## src/hdl/fsit_pkg.sv

```systemverilog
// Package for the FP/SIMD issue-timing block: op classes, latencies, intervals.
// Assumes one core clock; the issue stage presents at most one op per cycle here.
package fsit_pkg;

  typedef enum logic [4:0] {
    FSIT_OP_NONE,
    FSIT_OP_SIMD_ALU,
    FSIT_OP_SIMD_SHIFT,
    FSIT_OP_SIMD_SHUF,
    FSIT_OP_SIMD_MUL128,
    FSIT_OP_SIMD_MUL64,
    FSIT_OP_FADD,
    FSIT_OP_FADD_PD,
    FSIT_OP_FMUL_X87,
    FSIT_OP_FMUL_SS,
    FSIT_OP_FMUL_SD_PS,
    FSIT_OP_FMUL_PD,
    FSIT_OP_IMUL32,
    FSIT_OP_IMUL16,
    FSIT_OP_DIV,
    FSIT_OP_LOAD,
    FSIT_OP_LOAD_SPLIT,
    FSIT_OP_INT
  } fsit_op_e;

  typedef enum logic [2:0] {
    FSIT_U_NONE, FSIT_U_SALU, FSIT_U_SSHF, FSIT_U_ADD, FSIT_U_MUL, FSIT_U_DIV, FSIT_U_MEM
  } fsit_unit_e;

  localparam int FSIT_CW = 6;
  localparam int FSIT_REGS = 16;
  localparam int FSIT_RW = 4;

  // Request from the issue stage
  typedef struct packed {
    logic valid;
    fsit_op_e op;
    logic thread;
    logic [FSIT_RW-1:0] dst;
    logic [FSIT_RW-1:0] srcA;
    logic [FSIT_RW-1:0] srcB;
    logic [1:0] divSize;
    logic [3:0] divSig;
  } fsit_req_s;

  typedef struct packed {
    logic [FSIT_CW-1:0] lat;
    logic [FSIT_CW-1:0] gap;
    logic fpRes;
  } fsit_time_s;

  localparam logic [FSIT_CW-1:0] LAT_1 = 6'h01;
  localparam logic [FSIT_CW-1:0] LAT_2 = 6'h02;
  localparam logic [FSIT_CW-1:0] LAT_4 = 6'h04;
  localparam logic [FSIT_CW-1:0] LAT_5 = 6'h05;
  localparam logic [FSIT_CW-1:0] LAT_6 = 6'h06;
  localparam logic [FSIT_CW-1:0] LAT_9 = 6'h09;
  localparam logic [FSIT_CW-1:0] FP_WB_EXTRA = 6'h02;
  localparam logic [FSIT_CW-1:0] SPLIT_EXTRA = 6'h0e;
  localparam logic [FSIT_CW-1:0] LOAD_LAT = 6'h01;
  // Radix-2 divider: base plus one step per bit of the size class
  localparam logic [FSIT_CW-1:0] DIV_BASE = 6'h04;
  localparam logic [FSIT_CW-1:0] DIV_STEP = 6'h08;
  localparam int FSIT_DIV_W = 8;

endpackage

```

## src/hdl/fsit_issue_timing.sv

```systemverilog
// Issue-timing and occupancy control for the FP/SIMD/IMUL cluster.
// Sits beside the in-order issue stage; one clock, no software registers.
`timescale 1ns/1ps
`default_nettype none

////////////////////////////////////////////////////////////////////////////////
// How it works
// - FP adds: latency five, issue every cycle
// - Packed double add: latency six, gap five
// - Scalar double/packed single mul: five, gap two
// - Packed double mul blocks multiplier nine cycles
// - 32-bit integer multiply: five, every cycle
// - 16-bit integer multiply: six, every cycle
// - Divide/sqrt on slow radix-2 iterative divider
// - One divider shared; busy for both threads
// - Divider time depends on size and values
// - Consumers of FP results wait two more
// - Line-split 16-byte load adds fourteen cycles
// - Reissued memory access blocks short-latency issue
module fsit_issue_timing #(
  parameter int REGS = fsit_pkg::FSIT_REGS,
  parameter int SALU_UNITS = 2
) (
  input wire logic clk,
  input wire logic rst_n,
  input wire fsit_pkg::fsit_req_s req,
  input wire logic memReissue,
  output logic issueReady,
  output logic issueTaken,
  output logic divBusy,
  output logic [fsit_pkg::FSIT_CW-1:0] lastLatency
);
  import fsit_pkg::*;

  // Longest divide time that still leaves room for the late writeback delay
  localparam int DIV_CAP = (1 << FSIT_CW) - 1 - int'(FP_WB_EXTRA);

  // Elaboration checks: the scoreboard covers every register index, and the
  // counters must hold the nine-cycle packed double multiply as well as a divide
  if (REGS != (1 << FSIT_RW)) begin : g_bad_regs
    $error("REGS must match register index width");
  end
  if (SALU_UNITS < 1 || SALU_UNITS > 2) begin : g_bad_salu
    $error("SALU_UNITS must be 1 or 2");
  end
  if (DIV_CAP < int'(LAT_9)) begin : g_bad_cap
    $error("Counter width too small for the divider");
  end

  //////////////////////////////////////////////////////////////////////////////
  function automatic fsit_unit_e unitOf(input fsit_op_e op);
    case (op)
      FSIT_OP_SIMD_ALU: unitOf = FSIT_U_SALU;
      FSIT_OP_SIMD_SHIFT, FSIT_OP_SIMD_SHUF: unitOf = FSIT_U_SSHF;
      FSIT_OP_FADD, FSIT_OP_FADD_PD: unitOf = FSIT_U_ADD;
      FSIT_OP_DIV: unitOf = FSIT_U_DIV;
      FSIT_OP_LOAD, FSIT_OP_LOAD_SPLIT: unitOf = FSIT_U_MEM;
      FSIT_OP_NONE, FSIT_OP_INT: unitOf = FSIT_U_NONE;
      default: unitOf = FSIT_U_MUL;
    endcase
  endfunction

  // Countdown shared by every occupancy and scoreboard counter; stops at zero
  function automatic logic [FSIT_CW-1:0] tick(input logic [FSIT_CW-1:0] v);
    tick = (v != '0) ? v - LAT_1 : '0;
  endfunction

  function automatic fsit_time_s timeOf(input fsit_op_e op, input logic [1:0] sz,
                                        input logic [3:0] sig);
    logic [FSIT_DIV_W-1:0] d;
    logic [FSIT_CW-1:0] divT;
    d = FSIT_DIV_W'(DIV_BASE) + FSIT_DIV_W'(DIV_STEP) * FSIT_DIV_W'({sz, 1'b1})
        + FSIT_DIV_W'(sig);
    // Largest size class with divSig of 2 or more saturates instead of wrapping the counters
    divT = (d > FSIT_DIV_W'(DIV_CAP)) ? FSIT_CW'(DIV_CAP) : d[FSIT_CW-1:0];
    timeOf = '{lat: LAT_1, gap: LAT_1, fpRes: 1'b0};
    case (op)
      FSIT_OP_SIMD_MUL128: timeOf = '{lat: LAT_5, gap: LAT_2, fpRes: 1'b0};
      FSIT_OP_SIMD_MUL64: timeOf = '{lat: LAT_4, gap: LAT_1, fpRes: 1'b0};
      FSIT_OP_FADD: timeOf = '{lat: LAT_5, gap: LAT_1, fpRes: 1'b1};
      FSIT_OP_FADD_PD: timeOf = '{lat: LAT_6, gap: LAT_5, fpRes: 1'b1};
      FSIT_OP_FMUL_X87: timeOf = '{lat: LAT_5, gap: LAT_2, fpRes: 1'b1};
      FSIT_OP_FMUL_SS: timeOf = '{lat: LAT_4, gap: LAT_1, fpRes: 1'b1};
      FSIT_OP_FMUL_SD_PS: timeOf = '{lat: LAT_5, gap: LAT_2, fpRes: 1'b1};
      FSIT_OP_FMUL_PD: timeOf = '{lat: LAT_9, gap: LAT_9, fpRes: 1'b1};
      FSIT_OP_IMUL32: timeOf = '{lat: LAT_5, gap: LAT_1, fpRes: 1'b0};
      FSIT_OP_IMUL16: timeOf = '{lat: LAT_6, gap: LAT_1, fpRes: 1'b0};
      FSIT_OP_DIV: timeOf = '{lat: divT, gap: divT, fpRes: 1'b1};
      FSIT_OP_LOAD: timeOf = '{lat: LOAD_LAT, gap: LAT_1, fpRes: 1'b0};
      FSIT_OP_LOAD_SPLIT: timeOf = '{lat: FSIT_CW'(LOAD_LAT + SPLIT_EXTRA),
                                     gap: FSIT_CW'(LOAD_LAT + SPLIT_EXTRA),
                                     fpRes: 1'b0};
      default: timeOf = '{lat: LAT_1, gap: LAT_1, fpRes: 1'b0};
    endcase
  endfunction

  //////////////////////////////////////////////////////////////////////////////
  // Per-register countdown until result usable; per-unit countdown until free
  logic [FSIT_CW-1:0] regWait [REGS];
  logic [FSIT_CW-1:0] addWait, mulWait, divWait, memWait;

  fsit_unit_e reqUnit;
  fsit_time_s reqTime;
  logic [FSIT_CW-1:0] resWait;
  logic [FSIT_CW-1:0] srcAWait;
  logic [FSIT_CW-1:0] srcBWait;
  logic depHold, unitHold, shortOp, reissueHold;

  // Decode of the op on offer
  always_comb begin
    reqUnit = unitOf(req.op);
    reqTime = timeOf(req.op, req.divSize, req.divSig);
    // FP results write back late, so the scoreboard adds the extra delay
    resWait = FSIT_CW'(reqTime.lat + (reqTime.fpRes ? FP_WB_EXTRA : '0));
    shortOp = (reqTime.lat == LAT_1);
  end

  // Both sources are looked up even for ops that read fewer; this can only
  // delay an op, never let one issue early
  always_comb begin
    srcAWait = regWait[req.srcA];
    srcBWait = regWait[req.srcB];
    depHold = (srcAWait > LAT_1) || (srcBWait > LAT_1);
  end

  // The divider must drain fully, the pipelined units only to their gap
  always_comb begin
    case (reqUnit)
      FSIT_U_ADD: unitHold = (addWait > LAT_1);
      FSIT_U_MUL: unitHold = (mulWait > LAT_1);
      FSIT_U_DIV: unitHold = (divWait != '0);
      FSIT_U_MEM: unitHold = (memWait > LAT_1);
      default: unitHold = 1'b0;
    endcase
  end

  // A reissued access blocks only latency-one ops behind it
  always_comb begin
    reissueHold = memReissue && shortOp;
    issueReady = !depHold && !unitHold && !reissueHold;
    issueTaken = req.valid && req.op != FSIT_OP_NONE && issueReady;
  end

  //////////////////////////////////////////////////////////////////////////////
  // Dependency scoreboard, one countdown per register
  for (genvar g = 0; g < REGS; g++) begin : g_score
    always_ff @(posedge clk or negedge rst_n) begin
      if (!rst_n) begin
        regWait[g] <= '0;
      end else if (issueTaken && req.dst == FSIT_RW'(g)) begin
        regWait[g] <= resWait;
      end else begin
        regWait[g] <= tick(regWait[g]);
      end
    end
  end

  //////////////////////////////////////////////////////////////////////////////
  // Adder occupancy; a packed double add keeps it for its whole gap
  always_ff @(posedge clk or negedge rst_n) begin
    if (!rst_n) begin
      addWait <= '0;
    end else if (issueTaken && reqUnit == FSIT_U_ADD) begin
      addWait <= reqTime.gap;
    end else begin
      addWait <= tick(addWait);
    end
  end

  // Multiplier occupancy, shared by FP, SIMD and integer multiplies
  always_ff @(posedge clk or negedge rst_n) begin
    if (!rst_n) begin
      mulWait <= '0;
    end else if (issueTaken && reqUnit == FSIT_U_MUL) begin
      mulWait <= reqTime.gap;
    end else begin
      mulWait <= tick(mulWait);
    end
  end

  // Load port occupancy; a line split holds it for the whole penalty
  always_ff @(posedge clk or negedge rst_n) begin
    if (!rst_n) begin
      memWait <= '0;
    end else if (issueTaken && reqUnit == FSIT_U_MEM) begin
      memWait <= reqTime.gap;
    end else begin
      memWait <= tick(memWait);
    end
  end

  // Divider is thread-agnostic: either thread sees it busy
  always_ff @(posedge clk or negedge rst_n) begin
    if (!rst_n) begin
      divWait <= '0;
    end else if (issueTaken && reqUnit == FSIT_U_DIV) begin
      divWait <= reqTime.gap;
    end else begin
      divWait <= tick(divWait);
    end
  end

  //////////////////////////////////////////////////////////////////////////////
  // Latency of the last op taken, held until the next one
  always_ff @(posedge clk or negedge rst_n) begin
    if (!rst_n) begin
      lastLatency <= '0;
    end else if (issueTaken) begin
      lastLatency <= reqTime.lat;
    end
  end

  // Divider busy flag as both threads see it
  always_ff @(posedge clk or negedge rst_n) begin
    if (!rst_n) begin
      divBusy <= 1'b0;
    end else begin
      divBusy <= (issueTaken && reqUnit == FSIT_U_DIV) || (divWait > LAT_1);
    end
  end

endmodule

`default_nettype wire

```

## config.mk

```make
export PLATFORM = sky130hd
export DESIGN_NAME = fsit_issue_timing
export DESIGN_NICKNAME = d
export VERILOG_FILES = /design/src/hdl/fsit_pkg.sv /design/src/hdl/fsit_issue_timing.sv
export SDC_FILE = /design/constraint.sdc
export NUM_CORES = 1
export LEC_CHECK = 0
export BUFFER_PORTS_ARGS = -buffer_cell sky130_fd_sc_hd__buf_2
export CORE_MARGIN = 2
export CORE_UTILIZATION = 50
export CTS_CLUSTER_DIAMETER = 40
export DETAILED_ROUTE_END_ITERATION = 8
export PLACE_DENSITY_LB_ADDON = 0.25
export SLEW_MARGIN = 20
export SYNTH_ARGS = -nofsm -noshare
export SYNTH_HDL_FRONTEND = slang
export SYNTH_SLANG_ARGS = --single-unit
export TNS_END_PERCENT = 100
```

## constraint.sdc

```tcl
create_clock -name clk -period 2.9 [get_ports clk]
set_input_delay 0.58 -clock clk [delete_from_list [all_inputs] [get_ports clk]]
set_output_delay 0.58 -clock clk [all_outputs]
set_load 0.02 [all_outputs]
```

==> metrics.md <==
| Metric | Value |
|---|---|
| Die width | `137 µm` |
| Cell row count | `48` |
| Top delay family on crit path | `compound AO/OA/AOI/OAI gates` |
| Post-synth EDFFs | `0` |
| Count of final setup violators | `15` |
| Avg WL per Cell | `16.4 µm` |
| TritonCTS clock tree | `built` |
| Final nets | `1136` |
| CTS Buf Count | `17` |
| Gate Count Post-Synth | `931` |
| Final Skew | `0.00961 ns` |
| Pin count of the biggest net entering global routing | `51` |
| Syn Nets | `1002` |
| Slew @ Worst Pin | `0.586 ns` |
| Detailed Route WL | `21.3 mm` |
| Hold Fails Final Rpt | `0` |
| Crit path largest cell delay | `0.39 ns` |
| Min Tclk post-route | `3.29 ns` |
| Mapped Area | `0.00882 mm²` |
| Dpl ws | `-0.143 ns` |
| DIE HEIGHT | `137 µm` |
| Max-slew violation count | `0` |
| CP Capture Type | `output port` |
| CP startpoint kind | `register` |
| Flip-flop and latch count after synthesis | `127` |
| Total of max-cap violations | `0` |
| Final worst slack | `-0.395 ns` |
| Req. time, crit path | `2.32 ns` |
| Routed Antenna Nets | `0` |
| CTS H-tree lvls | `4` |
| Crit Path Max Fanout | `2` |
| RSZ-0062 raised after global routing | `yes` |
| Outcome | `finished, violations left` |
| # diodes | `0` |
| Clock insertion delay at the later pin of the skew report | `0.43 ns` |
| WP data arrival | `2.71 ns` |
| Relative slew slack | `60.7%` |
| Worst path cell trace | `or3_4 > o41a_1 > a221o_1 > a311o_1 > a211oi_2 > and3_4 > buf_6` |
| Slowest CP cell | `or3_4` |
| Synth area leaders | `dfrtp_1 36%, mux2i_1 9.1%, ha_1 6.1%` |
| CTS Buffer Depth | `2` |
| DP HPWL | `15.2 mm` |
| Sink Count | `127` |
| Core area | `0.0173 mm²` |
| DR vias/cell | `5.46` |
| Final period utilization | `114%` |
| First-pass GRT wire length | `35.1 mm` |
| Layout cells sized above 1 | `24.3%` |
| Initial Util | `51.0%` |
| Vias | `7105` |
| Io pins | `37` |
| Clock-pin transition on the worst setup and hold timing paths | `0.06 ns` |
| CTS Root Cell | `clkbuf_16` |
| Post-Syn Area per Cell | `9.47 µm²` |
| Static leakage | `5.37 nW` |
| Final GP Congestion | `0.831` |
| Asr flop ratio synth | `100%` |
| Peak VDD IR | `0.000552 V` |
| Top FF cell, synth | `dfrtp_1` |
| Number of global-route vias before repair | `7134` |
| Ys Warns | `0` |
| IO buf count | `35` |
| Setup TNS Final | `-1.06 ns` |
| Initial antenna violation count | `0` |
| First DRT Iteration DRCs | `327` |
| Hold buffer count at cts | `0` |
| Die area | `0.0187 mm²` |
| Area Growth Syn to Fin | `23.6%` |
| Tot GR Track Use | `24.1%` |
| Synth top area share | `36.0%` |
| Global route total overflow | `0` |
| Worst Path Buf+Inv | `1` |
| Largest area contributor in the netlist | `dfrtp_1` |
| Pre-antenna DRT Iters | `5` |
| Post-synthesis sequential area ratio | `36.0%` |
| Power density cells | `986 mW/mm²` |
| Failing checks | `negative setup slack` |
| Kind of critical path | `reg2out` |
| Most frequent cells after synthesis | `127 x dfrtp_1, 114 x nand2_1, 80 x mux2i_1` |
| Most common cell in the netlist | `dfrtp_1` |
| Synth unique cells | `64` |
| Hold Path Class | `in2async` |
| Fmax | `0.304 GHz` |
| DRC violations left | `0` |
## kinds of logic (layout without fill, tap and decap cells)
kind of cell / Yosys count / in the layout / synth area share (%)
compound gates: 116 / 116 / 8.70
xor+xnor: 49 / 49 / 4.87
fa+ha+maj: 43 / 43 / 6.10
buf+inv: 87 / 233 / 4.20
flops: 127 / 127 / 36.0
mux: 118 / 118 / 15.3
simple gates: 391 / 391 / 24.8
## state kept, by name (all words and copies together) (netlist names)
name	count
lastLatency	6
addWait	6
memWait	6
regWait	96
divWait	6
divBusy	1
mulWait	6
## layout make-up
cell class              count  area (µm²)
fillers                  1393        6400
multi-input cells         717        5400
flip-flops and latches    127        3180
repair buffers            146        1270
clock buffers              25         495
well taps                 225         282
inverters                  56         210
clock inverters             6        57.6
## worst register-to-register path: stages (launching register included)
cell and delay, ns:
dfrtp_1 0.37, or3_4 0.39, o41a_1 0.33, a221o_1 0.30, a311o_1 0.35, a21oi_4 0.17
buf_6 0.12, buf_6 0.12, buf_12 0.15, nand4_4 0.17, mux2_4 0.35
## repair_timing
item                       4_1_cts  5_1_grt
pin swaps                        4        1
cloned                           0        1
resized for setup               28       19
setup endpoints to repair       44      113
setup buffers                    3        1
## layout by cell type, fill, tap and decap left out, types with 5 or more instances in the layout
master | synthesis | routed
a21oi_1 | 37 | 36
nor3b_1 | 7 | 7
buf_4 | 1 | 73
nor3_1 | 54 | 54
clkbuf_16 | 0 | 18
nor2b_1 | 12 | 12
xor2_1 | 23 | 23
a211oi_1 | 8 | 5
nor4_1 | 22 | 20
buf_6 | 1 | 29
nand3b_1 | 6 | 6
nand3_1 | 21 | 19
ha_1 | 43 | 42
a31oi_1 | 8 | 8
buf_12 | 1 | 10
inv_1 | 56 | 56
nor2_1 | 79 | 79
nand4_4 | 17 | 18
dfrtp_1 | 127 | 127
o21ai_0 | 21 | 20
nand2_1 | 114 | 114
buf_2 | 4 | 32
nand2b_1 | 16 | 16
or3_1 | 12 | 10
mux2i_1 | 80 | 77
mux2_2 | 7 | 7
xnor2_1 | 26 | 23
mux2_4 | 31 | 31
## power by group
| part | switching, mW | internal, mW | leakage [nW] | total [mW] |
|---|---|---|---|---|
| registers | 0.797 | 2.69 | 1.54 | 3.49 |
| logic | 2.53 | 2.69 | 3.56 | 5.23 |
| clock network | 0.779 | 1.26 | 0.273 | 2.04 |
## routing by layer
layer | vias up | wire length, µm | share of wire [%] | track usage (%)
met2 | 88 | 10700 | 50 | 42.3
li1 | 3569 | - | - | -
met3 | 28 | 519 | 2.4 | 3.59
met5 | - | 0 | 0 | 0
met4 | 0 | 349 | 1.6 | 6.99
met1 | 3420 | 9730 | 46 | 30.9
## final timing paths
kind / slack [ns] / endpoint / from / depth (start not counted)
setup / recovery: -0.39 / issueTaken / regWait[94] / 7
hold / removal: 0.13 / regWait[64] / rst_n / 1
setup reg to reg: -0.07 / regWait[19] / regWait[94] / 10
hold reg to reg: 0.51 / lastLatency[2] / lastLatency[2] / 1
max in group asynchronous: 1.95 / divWait[4] / rst_n / 2
min in group clk: 0.51 / lastLatency[2] / lastLatency[2] / 1
## stage by stage
stage	area, µm²	hold slack [ns]	power (mW)	std cells	util [%]
detailed placement	10100	0.494	8.57	1268	58.4
floorplan	8860	0.284	7.23	931	-
finish	10900	0.134	10.7	1302	63.0
global route	10900	0.170	11.7	1302	63.0
global placement	10100	0.486	8.40	1268	58.4
CTS	10800	0.156	10.7	1301	62.4
(Power assumes the default switching activity.)
